## config.mk

```make
export PLATFORM = sky130hd
export DESIGN_NAME = dram_odt_ctrl
export DESIGN_NICKNAME = d
export VERILOG_FILES = /design/src/common/odt_ctrl_pkg.sv /design/src/hdl/odt_delay_line.sv /design/src/hdl/dram_odt_ctrl.sv
export VERILOG_INCLUDE_DIRS = /design/src /design/src/common
export SDC_FILE = /design/constraint.sdc
export NUM_CORES = 1
export LEC_CHECK = 0
export BUFFER_PORTS_ARGS = -buffer_cell sky130_fd_sc_hd__buf_4
export CAP_MARGIN = 20
export CORE_ASPECT_RATIO = 2
export CORE_MARGIN = 3
export CORE_UTILIZATION = 50
export DETAILED_ROUTE_END_ITERATION = 16
export GPL_TIMING_DRIVEN = 0
export HOLD_SLACK_MARGIN = 0.06
export PLACE_DENSITY = 0.69
export SLEW_MARGIN = 20
export SYNTH_ARGS = -nofsm -noshare
export SYNTH_HDL_FRONTEND = slang
export SYNTH_SLANG_ARGS = --single-unit
```

## constraint.sdc

```tcl
create_clock -name sys_clk -period 2.9 [get_ports sys_clk]
set_clock_uncertainty 0.1 [all_clocks]
set_input_delay 0.435 -clock sys_clk [delete_from_list [all_inputs] [get_ports sys_clk]]
set_output_delay 0.435 -clock sys_clk [all_outputs]
set_load 0.005 [all_outputs]
```

## src/common/odt_ctrl_map.svh

```systemverilog
`ifndef ODT_CTRL_MAP_SVH
`define ODT_CTRL_MAP_SVH

// command encoding on {csN, rasN, casN, weN}
`define CMD_WRITE 4'h4
`define CMD_MRS 4'h0
`define CMD_REFRESH 4'h1

// mode register select on the bank address
`define MR0_SEL 3'h0
`define MR1_SEL 3'h1
`define MR2_SEL 3'h2

// field positions inside the mode register and write command address words
`define MR0_DLL_PD_BIT 12
`define MR0_BL_HI 1
`define MR0_BL_LO 0
`define MR1_NOM_B2 9
`define MR1_NOM_B1 6
`define MR1_NOM_B0 2
`define MR2_WR_HI 10
`define MR2_WR_LO 9
`define WR_OTF_BIT 12

// burst length field values
`define BL_FIXED8 2'h0
`define BL_OTF 2'h1
`define BL_FIXED4 2'h2

// latencies in link clock cycles
`define ODTL_OFFSET 5'h02
`define CWN_BC4 6'h04
`define CWN_BL8 6'h06
`define CPDED_CK 8'h01
`define RFC_CK 8'h08

// reset values and odt history depth
`define MR_RESET 16'h0000
`define ODT_HIST_DEPTH 32

`endif

```

## src/common/odt_ctrl_pkg.sv

```systemverilog
package odt_ctrl_pkg;

	typedef enum logic [2:0]
	{
		MODE_SYNC = 3'b001,
		MODE_TRANS = 3'b010,
		MODE_ASYNC = 3'b100
	} odtMode_e;

	typedef logic [2:0] rttCode_t;

endpackage

```

## src/hdl/odt_delay_line.sv

```systemverilog
`timescale 1ns/1ps
module odt_delay_line #(
	parameter int DEPTH = 32
) (
	input wire logic clk, // system clock
	input wire logic reset, // synchronous, active high
	input wire logic shiftEn, // one link clock edge seen
	input wire logic din, // level registered at that edge
	input wire logic [4:0] tapSel, // latency in link cycles
	output logic dout // level registered tapSel edges ago
);
	logic [DEPTH-1:0] hist_r;

	// tap 0 is the level registered at the most recent link edge
	always_ff @(posedge clk)
	begin
		if (reset)
			hist_r <= '0;
		else if (shiftEn)
			hist_r <= {hist_r[DEPTH-2:0], din};
	end

	assign dout = hist_r[tapSel];
endmodule // odt_delay_line

```

## src/hdl/dram_odt_ctrl.sv

```systemverilog
`timescale 1ns/1ps
`include "odt_ctrl_map.svh"
// Function
// - dynamic termination enabled when either MR2 A9 or A10 is one.
// - nominal strength comes from MR1 bits A9, A6, A2.
// - write strength comes from MR2 bits A10, A9.
// - without a write in progress, nominal strength applies when termination is on.
// - termination on/off follows registered ODT after WL-2 link cycles.
// - with dynamic enabled, write strength selected WL-2 cycles after a write.
// - nominal strength returns 4 or 6 plus ODTLoff cycles after write.
// - strength change lands half a link cycle after its latency point.
// - asynchronous timing in precharge power-down when MR0 A12 freezes DLL.
// - asynchronous termination is not delayed by additive latency.
// - asynchronous turn-on/off follows sampled ODT without cycle latencies.
// - power-down entry transition period only when MR0 A12 is zero.
// - transition runs from after tANPD start to end of tCPDED(min).
// - refresh in progress extends transition to later of tRFC end.
// - during transition, termination may follow either timing.
module dram_odt_ctrl (
	input wire logic sys_clk, // system clock, 10 MHz
	input wire logic reset, // synchronous, active high
	input wire logic ckPin, // link clock from controller
	input wire logic odtPin, // termination request pin
	input wire logic ckePin, // clock enable pin
	input wire logic csN, // chip select, active low
	input wire logic rasN, // row strobe, active low
	input wire logic casN, // column strobe, active low
	input wire logic weN, // write enable, active low
	input wire logic [2:0] bankAddr, // bank / mode register select
	input wire logic [15:0] addrPin, // address bus
	input wire logic [4:0] writeLatency, // WL in link cycles, 5 or more
	input wire logic allBanksIdle, // all banks precharged
	output logic termOn, // termination switched on
	output odt_ctrl_pkg::rttCode_t rttCode, // strength applied
	output logic rttWrSel, // write strength selected
	output logic dynEnable, // dynamic switching enabled
	output logic asyncMode, // asynchronous timing in force
	output logic transition // power-down entry transition
);
	localparam int PIN_W = 26;

	logic [PIN_W-1:0] rawPins;
	logic [PIN_W-1:0] pinMeta_r;
	logic [PIN_W-1:0] pinSync_r;
	logic ckPrev_r;
	logic ckeReg_r;
	logic [15:0] mr0_r;
	logic [15:0] mr1_r;
	logic [15:0] mr2_r;
	logic wrActive_r;
	logic wrPend_r;
	logic [5:0] wrCnt_r;
	logic [5:0] wrEnd_r;
	logic [7:0] refCnt_r;
	logic [7:0] tranCnt_r;
	odt_ctrl_pkg::odtMode_e mode_r;
	odt_ctrl_pkg::odtMode_e mode_nxt;
	logic termOn_r;
	odt_ctrl_pkg::rttCode_t rttCode_r;
	logic rttWrSel_r;
	logic dynEnable_r;
	logic asyncMode_r;
	logic transition_r;

	assign rawPins = {ckPin, odtPin, ckePin, csN, rasN, casN, weN, bankAddr, addrPin};

	// whole pin group crosses together; the controller keeps it stable around CK
	always_ff @(posedge sys_clk)
	begin
		if (reset)
		begin
			pinMeta_r <= '0;
			pinSync_r <= '0;
			ckPrev_r <= 1'b0;
		end
		else
		begin
			pinMeta_r <= rawPins;
			pinSync_r <= pinMeta_r;
			ckPrev_r <= pinSync_r[25];
		end
	end

	wire ckS = pinSync_r[25];
	wire odtS = pinSync_r[24];
	wire ckeS = pinSync_r[23];
	wire [3:0] cmdS = pinSync_r[22:19];
	wire [2:0] bankS = pinSync_r[18:16];
	wire [15:0] addrS = pinSync_r[15:0];
	wire ckRise = ckS & ~ckPrev_r;
	wire ckFall = ~ckS & ckPrev_r;
	wire cmdValid = ckRise & ckeS & ckeReg_r;
	wire isWrite = cmdValid & (cmdS == `CMD_WRITE);
	wire isMrs = cmdValid & (cmdS == `CMD_MRS);
	wire isRef = cmdValid & (cmdS == `CMD_REFRESH);

	wire [2:0] rttNom = {mr1_r[`MR1_NOM_B2], mr1_r[`MR1_NOM_B1], mr1_r[`MR1_NOM_B0]};
	wire [1:0] rttWr = mr2_r[`MR2_WR_HI:`MR2_WR_LO];
	wire dynEn = |rttWr;
	wire odtEn = (|rttNom) | (|rttWr);
	wire dllFrozen = ~mr0_r[`MR0_DLL_PD_BIT];
	wire [1:0] blMode = mr0_r[`MR0_BL_HI:`MR0_BL_LO];
	wire chop = (blMode == `BL_FIXED4) | ((blMode == `BL_OTF) & ~addrS[`WR_OTF_BIT]);
	wire [4:0] odtl = writeLatency - `ODTL_OFFSET;
	wire [5:0] odtlExt = {1'b0, odtl};
	wire [5:0] wrCntInc = wrCnt_r + 6'h01;
	wire [5:0] wrEndNew = odtlExt + (chop ? `CWN_BC4 : `CWN_BL8);
	wire pdEntry = ckRise & ckeReg_r & ~ckeS & dllFrozen & allBanksIdle;
	wire [7:0] tranLen = (refCnt_r > `CPDED_CK) ? refCnt_r : `CPDED_CK;
	wire odtDelayed;
	wire [2:0] codeNext = wrPend_r ? {1'b0, rttWr} : rttNom;

	odt_delay_line #(
		.DEPTH(`ODT_HIST_DEPTH)
	) u_hist (
		.clk(sys_clk),
		.reset(reset),
		.shiftEn(ckRise),
		.din(odtS),
		.tapSel(odtl),
		.dout(odtDelayed)
	);

	always_ff @(posedge sys_clk)
	begin
		if (reset)
			ckeReg_r <= 1'b0;
		else if (ckRise)
			ckeReg_r <= ckeS;
	end

	always_ff @(posedge sys_clk)
	begin
		if (reset)
		begin
			mr0_r <= `MR_RESET;
			mr1_r <= `MR_RESET;
			mr2_r <= `MR_RESET;
		end
		else if (isMrs)
		begin
			if (bankS == `MR0_SEL)
				mr0_r <= addrS;
			if (bankS == `MR1_SEL)
				mr1_r <= addrS;
			if (bankS == `MR2_SEL)
				mr2_r <= addrS;
		end
	end

	// write strength window; a new write restarts the count so the window stretches
	always_ff @(posedge sys_clk)
	begin
		if (reset)
		begin
			wrActive_r <= 1'b0;
			wrPend_r <= 1'b0;
			wrCnt_r <= 6'h00;
			wrEnd_r <= 6'h00;
		end
		else if (!dynEn)
		begin
			wrActive_r <= 1'b0;
			wrPend_r <= 1'b0;
		end
		else if (isWrite)
		begin
			wrActive_r <= 1'b1;
			wrCnt_r <= 6'h00;
			wrEnd_r <= wrEndNew;
		end
		else if (ckRise && wrActive_r)
		begin
			wrCnt_r <= wrCntInc;
			if (wrCntInc == odtlExt)
				wrPend_r <= 1'b1;
			if (wrCntInc == wrEnd_r)
			begin
				wrPend_r <= 1'b0;
				wrActive_r <= 1'b0;
			end
		end
	end

	always_ff @(posedge sys_clk)
	begin
		if (reset)
			refCnt_r <= 8'h00;
		else if (isRef)
			refCnt_r <= `RFC_CK;
		else if (ckRise && refCnt_r != 8'h00)
			refCnt_r <= refCnt_r - 8'h01;
	end

	always_comb
	begin
		mode_nxt = mode_r;
		unique case (mode_r)
			odt_ctrl_pkg::MODE_SYNC:
				if (pdEntry)
					mode_nxt = odt_ctrl_pkg::MODE_TRANS;
			odt_ctrl_pkg::MODE_TRANS:
				if (ckRise && ckeS)
					mode_nxt = odt_ctrl_pkg::MODE_SYNC;
				else if (ckRise && tranCnt_r == 8'h01)
					mode_nxt = odt_ctrl_pkg::MODE_ASYNC;
			odt_ctrl_pkg::MODE_ASYNC:
				if (ckRise && ckeS)
					mode_nxt = odt_ctrl_pkg::MODE_SYNC;
		endcase
	end

	always_ff @(posedge sys_clk)
	begin
		if (reset)
		begin
			mode_r <= odt_ctrl_pkg::MODE_SYNC;
			tranCnt_r <= 8'h00;
		end
		else
		begin
			mode_r <= mode_nxt;
			if (pdEntry && mode_r == odt_ctrl_pkg::MODE_SYNC)
				tranCnt_r <= tranLen;
			else if (ckRise && tranCnt_r != 8'h00)
				tranCnt_r <= tranCnt_r - 8'h01;
		end
	end

	// the sync path lands on the falling link edge: half a cycle past the latency point
	always_ff @(posedge sys_clk)
	begin
		if (reset)
		begin
			termOn_r <= 1'b0;
			rttCode_r <= 3'h0;
			rttWrSel_r <= 1'b0;
		end
		else
		begin
			if (mode_r == odt_ctrl_pkg::MODE_SYNC)
			begin
				if (ckFall)
					termOn_r <= odtDelayed & odtEn;
			end
			else
				termOn_r <= odtS & odtEn;
			if (ckFall)
			begin
				rttWrSel_r <= wrPend_r;
				rttCode_r <= codeNext;
			end
		end
	end

	always_ff @(posedge sys_clk)
	begin
		if (reset)
		begin
			dynEnable_r <= 1'b0;
			asyncMode_r <= 1'b0;
			transition_r <= 1'b0;
		end
		else
		begin
			dynEnable_r <= dynEn;
			asyncMode_r <= (mode_r == odt_ctrl_pkg::MODE_ASYNC);
			transition_r <= (mode_r == odt_ctrl_pkg::MODE_TRANS);
		end
	end

	assign termOn = termOn_r;
	assign rttCode = rttCode_r;
	assign rttWrSel = rttWrSel_r;
	assign dynEnable = dynEnable_r;
	assign asyncMode = asyncMode_r;
	assign transition = transition_r;
endmodule // dram_odt_ctrl

```

==> results.tsv, run 1 <==
metric	value	unit
grt_setup_unrepaired	no	
drtIter0Drc	148	
die_area	11100	sq um
max-slew-margin-rel	50.3	%
fp.dieW	76.0	microns
synth_top_area_share	47.8	%
vdd.ir_drop.worst	0.499	mV
seq_area	2340	sq um
drv_cap	0	
syn_area_per_cell	9.36	sq um
vias_per_cell	5.36	
nets	616	
final_common_cell	dfxtp_1	
cp.arrival	2.50	ns
p_sw_share	22.7	%
worst-slew-pin-transition	0.741	ns
synth_cells	524	
synth-edff-count	0	
leakage	2.18	nW
p_clk_share	53.1	%
finalHoldViolations	0	
cpMaxStageDelayCell	a2111oi_2	
power_density	683	nW/um^2
grt_first_pass_wirelength	17700	microns
die_y	146	microns
final_antenna_net_count	0	
cts_setup_buffers	0	
p_seq_share	41.4	%
cpPeakStageDelay	0.37	ns
fin_crit_sh	79.7	%
synth-async-reset-ratio	0	%
max-clock-path-buffers	2	
layout_common_cells	dfxtp_1, nand2_1, a21oi_1, nor2_1, nor2b_1	
pin_count	42	
required	3.09	ns
wl_per_cell	15.0	microns
clk_pin_slew_worst_paths	0.05	ns
routed_wl	10700	microns
cts_made_buffers	17	
crit_type	input pin to flop	
fin_setup_tns	0	ns
final_util	62.5	%
fin_crit	2.31	ns
setup_viol	0	
fillers	821	
grt_overflow	0	
rows	50	
core_region_area	9450	sq um
start_util	51.9	%
grtUsageTotal	20.0	%
startpoint_type	input pin	
area_growth	20.5	%
synth_cell_types	55	
fmax	433	MHz
clock-root-buffer	clkbuf_16	
finalMaxSlewViolations	0	
clock_sinks	117	
post-route-drc-count	0	
yosysWarnings	0	
yosysSeqAreaShare	47.8	%
ys_ff_latch	117	
status	finished, final reports clean	
cts_tree	yes	
r2r_slack	0.73	ns
synth_area_leader_cell	dfxtp_1	
multi_input_area	2420	sq um
power.net_switching	0.000914	W
worstPathMaxFanout	10	
antenna_cells	0	
pre_cts_slack	0.180	ns
cts_htree_levels	4	
cellInternalPower	0.00312	W
postCtsResizedCells	0	
portBuffers	30	
cp_cell_sequence	buf_4, inv_2, ha_1, xor2_1, buf_2, mux4_2, nor2b_1, a2111oi_2, o41ai_2	
dp_hpwl	7900	microns
gp_congestion	0.808	
hp-class	input pin to flop	
drive_gt1_share	15.2	%
path_delay_family	buffers and inverters	
synth_ff_type	dfxtp_1	
antenna_found_initial	0	
syn_nets	567	
first_global_vias	3822	
endpoint_kind	flop	
grt_max_degree	17	
crit_buf_inv	3	
hold_buffers	0	
clock_latency	0.41	ns
routed-via-count	3836	
comb_power_share	5.5	%
finalHoldWorstSlack	0.130	ns
yosys-top-cells-area	dfxtp_1, nand2_1, nor2b_1	
fin_ws	0.590	ns
netlist_area	4900	sq um
drt_first_pass_iters	5	
-- synth_stat cells (all sizes together) (3+ instances only) --
master and number:
dfxtp 117, nand2 88, a21oi 47, nor2 41
nor2b 38, xor2 17, clkbuf 16, xnor2 14
mux2i 12, inv 11, nor3 10, a211oi 9
ha 9, buf 8, mux4 8, nand2b 7
nand3 7, and3 6, nand3b 6, nor4 6
o21ai 6, a31oi 5, nand4b 4, a22oi 3
a311oi 3, or2 3
-- final cells by class --
type                       count  share of cell area [%]
multi-input combinational    372                    41.0
sequential                   117                    39.7
clock buffer                  18                    7.43
timing repair buffer          30                    3.81
clock inverter                14                    2.99
tap                          130                    2.75
buffer                        24                    1.65
inverter                      11                   0.699
-- through the flow --
step,cell area [sq um],instances,power (W)
6_report,5910,716,0.00403
5_1_grt,5910,716,0.00416
4_1_cts,5910,716,0.00407
3_5_place_dp,5290,684,0.00193
3_3_place_gp,5290,684,0.00192
2_1_floorplan,4900,524,0.00185
-- routing by layer --
layer	global-route usage [%]	vias up	routed length (microns)
met5	0	-	0
met4	10.6	0	227
met3	5.43	19	350
met2	38.3	71	6120
met1	19.1	1844	4010
li1	-	1902	-
-- cell families (layout without fill, tap and decap cells) --
logic type	Yosys count	after routing	share of synthesized area, %
compound gates	85	85	11.6
xor+xnor	32	32	6.00
fa+ha+maj	9	9	2.30
buf+inv	35	97	2.83
flops	117	117	47.8
mux	20	20	6.12
simple gates	226	226	23.4
-- path summary, 6_finish.rpt --
kind                        start       endpoint  cells after the start
setup / recovery  writeLatency[1]         termOn                      9
hold / removal         addrPin[0]   pinMeta_r[0]                      2
setup reg to reg       wrCnt_r[0]       wrPend_r                      6
hold reg to reg     pinMeta_r[25]  pinSync_r[25]                      1
-- flip-flops by register name (all words and copies together) (netlist names), 2 cells and up --
| signal | count |
|---|---|
| mode_r | 3 |
| mr0_r | 3 |
| pinSync_r | 17 |
| mr1_r | 3 |
| wrCnt_r | 6 |
| u_hist.hist_r | 32 |
| mr2_r | 2 |
| rttCode | 3 |
| pinMeta_r | 17 |
| wrEnd_r | 6 |
| tranCnt_r | 8 |
| refCnt_r | 8 |
-- power by group through the flow --
| stage | registers [W] | logic [W] | clock network [W] |
|---|---|---|---|
| 6_report | 0.00167 | 0.000224 | 0.00214 |
| 2_1_floorplan | 0.00170 | 0.000154 | 0 |
| 5_1_grt | 0.00167 | 0.000247 | 0.00224 |
| 3_3_place_gp | 0.00170 | 0.000218 | 0 |
| 3_5_place_dp | 0.00170 | 0.000224 | 0 |
| 4_1_cts | 0.00167 | 0.000226 | 0.00217 |
(Power assumes the default switching activity.)
==> run 2, diff against run 1 <==
- PLACE_DENSITY: 0.69 -> 0.71
- clock period: 2.9 -> 2.1 ns (I/O delays scaled with it)
==> run 2 against run 1 <==
Effect of this change: combinational power is 50% higher; critical path depth is 4 lower; sequential share of layout area is 1.2 points lower; core utilization is 1.9 points higher; flip-flop and latch count stayed put; global-route usage is 0.41 points higher; final cell count is 2.7% higher; largest cell class unchanged; die area stayed put; first-iteration DRC count is 16% higher.
==> results.tsv, run 2 (synthesized netlist as in run 1, its figures left out) <==
metric	value	unit
clk_pin_slew_worst_paths	0.06	ns
startpoint_type	flop	
cts_made_buffers	17	
die_area	11100	sq um
pre_cts_slack	-0.335	ns
fmax	493	MHz
worst-slew-pin-transition	0.772	ns
die_y	146	microns
clock_sinks	117	
regMostFlops	u_hist.hist_r	
pin_count	42	
drt_first_pass_iters	4	
hp-class	input pin to flop	
grt_overflow	0	
final_common_cell	dfxtp_1	
fin_crit_sh	96.7	%
leakage	2.25	nW
cpMaxStageDelayCell	o311ai_4	
path_delay_family	compound AO/OA/AOI/OAI gates	
wl_per_cell	14.9	microns
grt_setup_unrepaired	yes	
crit_type	flop to flop	
portBuffers	30	
worstPathMaxFanout	7	
met1Wirelength	4130	microns
fp.dieW	76.0	microns
finalHoldViolations	0	
power_density	894	nW/um^2
post-route-drc-count	0	
routed-via-count	3873	
clock_latency	0.42	ns
layout_common_cells	dfxtp_1, nand2_1, a21oi_1, nor2_1, nor2b_1	
antenna_cells	0	
routed.top_layer	met4	
setup_viol	0	
crit_buf_inv	0	
vdd.ir_drop.worst	0.657	mV
nets	635	
whs_path_depth	3	
r2r-end	wrPend_r	
grt_max_degree	17	
grt_first_pass_wirelength	18100	microns
reg2reg_depth	5	
dp_hpwl	7800	microns
wl_met2	6130	microns
final_util	64.5	%
cts_tree	yes	
worstHoldStart	writeLatency[0]	
met3_wirelength	352	microns
required	2.35	ns
clock-root-buffer	clkbuf_16	
drtIter0Drc	172	
vias_per_cell	5.27	
final_antenna_net_count	0	
rows	50	
core_region_area	9450	sq um
gp_congestion	0.816	
reg_top3	u_hist.hist_r (32), pinMeta_r (17), pinSync_r (17)	
reg2reg_from	ckPrev_r	
drive_gt1_share	15.7	%
min_to	wrEnd_r[0]	
finalMaxSlewViolations	0	
place_inst	684	
power	0.00544	W
endpoint_kind	flop	
grtUsageTotal	20.5	%
layout.cells.non_filler	735	
start_util	51.9	%
cpPeakStageDelay	0.49	ns
cp_cell_sequence	nand3b_2, o311ai_4, nor4_1, a311oi_2, o21a_1	
r2r_slack	0.07	ns
fin_crit	2.03	ns
first_global_vias	3971	
fin_ws	0.0696	ns
max-clock-path-buffers	2	
cp.arrival	2.28	ns
routed_wl	10900	microns
area_growth	24.2	%
antenna_found_initial	0	
status	finished, final reports clean	
cts_htree_levels	4	
largest_reg_flops	32	
drv_cap	0	
max-slew-margin-rel	48.2	%
## run 2: power by group
group / switching, W / total [W] / internal [W] / leakage [nW]
combinational: 0.000184 / 0.000336 / 0.000152 / 1.02
clock: 0.00107 / 0.00280 / 0.00174 / 0.274
sequential: 0.0000322 / 0.00230 / 0.00227 / 0.951
## run 2: worst max path at each step
stage	start	endpoint	slack (ns)	cells after the start
4_1_cts	ckeReg_r	wrPend_r	0.003	5
6_report	ckPrev_r	wrPend_r	0.07	5
3_3_place_gp	writeLatency[1]	termOn	-0.30	9
3_5_place_dp	writeLatency[1]	termOn	-0.34	9
2_1_floorplan	writeLatency[1]	termOn	0.05	8
5_1_grt	ckPrev_r	wrPend_r	-0.01	5
## run 2: layer usage
metal  up-vias  GRT usage (%)
met5         -              0
met2        78           39.8
met1      1822           19.1
met4         0           10.3
li1       1948              -
met3        25           5.37
## run 2: cell type report
| cell class | count | area, sq um |
|---|---|---|
| Timing Repair Buffer | 49 | 410 |
| Inverter | 11 | 43.8 |
| Buffer | 24 | 104 |
| Fill cell | 764 | 3360 |
| Clock buffer | 20 | 467 |
| Tap cell | 130 | 163 |
| Sequential cell | 117 | 2340 |
| Clock inverter | 12 | 119 |
| Multi-Input combinational cell | 372 | 2440 |
## run 2: what timing repair did
| item | 4_1_cts | 5_1_grt |
|---|---|---|
| hold endpoints to repair | 17 | 0 |
| resized for setup | 0 | 5 |
| hold buffers | 17 | 0 |
| setup buffers | 0 | 2 |
| endpoints found under the setup margin | 0 | 9 |
## run 2: stage by stage
step | hold slack [ns] | cell area [sq um] | TNS, ns
2_1_floorplan | 0.314 | 4910 | 0
3_3_place_gp | 0.316 | 5300 | -0.445
3_5_place_dp | 0.320 | 5300 | -0.463
4_1_cts | 0.198 | 6050 | 0
5_1_grt | 0.235 | 6090 | -0.0139
6_report | 0.206 | 6090 | 0
## run 2: worst register-to-register path: stages (launching register included)
cell      delay, ns
dfxtp_1        0.33
nand3b_2       0.36
o311ai_4       0.49
nor4_1         0.15
a311oi_2       0.37
o21a_1         0.17
==> run 3, diff against run 2 <==
- RECOVER_POWER: default -> 100
==> run 3 against run 2 <==
Effect of this change: first-iteration DRC count up 5.8%; cell area shrank 0.12%; flip-flop and latch count stayed put; fmax increased by 0.65%; final cell count stayed put; global-route usage stayed put; count of clock-buffer cells in the layout stayed put; die area unchanged; critical path depth is the same; sequential share of layout area hardly changed; via count down 0.18%; critical endpoint unchanged; largest power group unchanged.
==> results.tsv, run 3 (synthesized netlist as in run 1, its figures left out) <==
metric	value	unit
vdd.ir_drop.worst	0.646	mV
power_density	894	nW/um^2
grt_max_degree	17	
dp_hpwl	7800	microns
drive_gt1_share	15.2	%
cpMaxStageDelayCell	o311ai_4	
vias_per_cell	5.26	
cp_cell_sequence	nand3b_2, o311ai_4, nor4_1, a311oi_2, o21a_1	
pre_cts_slack	-0.335	ns
design_area	6080	sq um
fin_crit_sh	96.1	%
final_antenna_net_count	0	
hp-class	input pin to flop	
die_area	11100	sq um
wl_per_cell	14.9	microns
antenna_found_initial	0	
largest_reg_flops	32	
first_global_vias	3971	
clock_sinks	117	
crit_type	flop to flop	
regMostFlops	u_hist.hist_r	
cts_tree	yes	
reg_top3	u_hist.hist_r (32), pinMeta_r (17), pinSync_r (17)	
endpoint_kind	flop	
finalHoldWorstSlack	0.207	ns
seq_area	2340	sq um
multi_input_area	2440	sq um
max-clock-path-buffers	2	
fillers	768	
fp.dieW	76.0	microns
max-slew-margin-rel	48.2	%
status	finished, final reports clean	
routed_wl	11000	microns
area_growth	24.0	%
cpPeakStageDelay	0.49	ns
fin_ws	0.0828	ns
clock_latency	0.41	ns
rows	50	
clk_pin_slew_worst_paths	0.06	ns
routed-via-count	3866	
grtUsageTotal	20.5	%
portBuffers	30	
cp.arrival	2.27	ns
pin_count	42	
cts_htree_levels	4	
die_y	146	microns
layout.cells.non_filler	735	
drt_first_pass_iters	4	
cts_made_buffers	17	
drtIter0Drc	182	
grt_setup_unrepaired	yes	
finalHoldViolations	0	
core_region_area	9450	sq um
placed_area	5300	sq um
place_inst	684	
final_util	64.4	%
setup_viol	0	
clock-root-buffer	clkbuf_16	
grt_first_pass_wirelength	18100	microns
startpoint_type	flop	
nets	635	
worst-slew-pin-transition	0.771	ns
final_common_cell	dfxtp_1	
drv_cap	0	
antenna_cells	0	
gp_congestion	0.816	
fin_crit	2.02	ns
layout_common_cells	dfxtp_1, nand2_1, a21oi_1, nor2_1, nor2b_1	
leakage	2.24	nW
fmax	496	MHz
post-route-drc-count	0	
worstPathMaxFanout	7	
required	2.36	ns
grt_overflow	0	
start_util	51.9	%
finalMaxSlewViolations	0	
==> run 3: cell count changes in the layout (fill, tap and decap cells not counted), sizes merged <==
| cell | before | now |
|---|---|---|
| clkbuf | 36 | 55 |
| buf | 40 | 21 |
==> run 3: layer usage <==
layer  share of wire [%]  vias to the layer above  track usage, %
li1                    -                     1946               -
met1                  38                     1825            19.1
met2                  56                       71            39.8
met3                 3.0                       24            5.37
met4                 2.7                        0            10.3
met5                   0                        -               0
==> run 3: timing repair <==
action                                 in CTS  in global routing
setup buffers                               0                  2
hold buffers                               17                  0
setup endpoints to repair                   0                  9
endpoints found under the hold margin      17                  0
resized for setup                           0                  5
==> run 3: critical path, delay by kind of cell (launching register included) <==
kind	cells	cell delay [ns]
compound gates	3	1.03
flops	1	0.33
simple gates	2	0.51
==> run 3: path summary, 6_finish.rpt <==
check	start	end	slack, ns	depth (start not counted)
worst max register to register	ckPrev_r	wrPend_r	0.08	5
worst min-delay path	writeLatency[0]	wrEnd_r[0]	0.21	3
worst max-delay path	ckPrev_r	wrPend_r	0.08	5
worst min register to register	pinMeta_r[10]	pinSync_r[10]	0.33	1
==> run 3: layout make-up <==
| class | count | area share [%] |
|---|---|---|
| Multi-Input combinational cell | 372 | 40.1 |
| Sequential cell | 117 | 38.5 |
| Clock buffer | 20 | 7.67 |
| Timing Repair Buffer | 49 | 6.63 |
| Tap cell | 130 | 2.67 |
| Clock inverter | 12 | 1.95 |
| Buffer | 24 | 1.71 |
| Inverter | 11 | 0.720 |
==> run 3: power breakdown <==
part	leakage, nW	internal [W]	switching, W
clock	0.274	0.00174	0.00106
sequential	0.951	0.00227	0.0000323
combinational	1.01	0.000151	0.000185
total	2.24	0.00416	0.00128
==> run 3: per-stage QoR <==
| step | TNS [ns] | total power (W) |
|---|---|---|
| floorplan | 0 | 0.00256 |
| global placement | -0.445 | 0.00265 |
| detailed placement | -0.463 | 0.00266 |
| CTS | 0 | 0.00548 |
| global route | -0.0139 | 0.00561 |
| finish | 0 | 0.00543 |
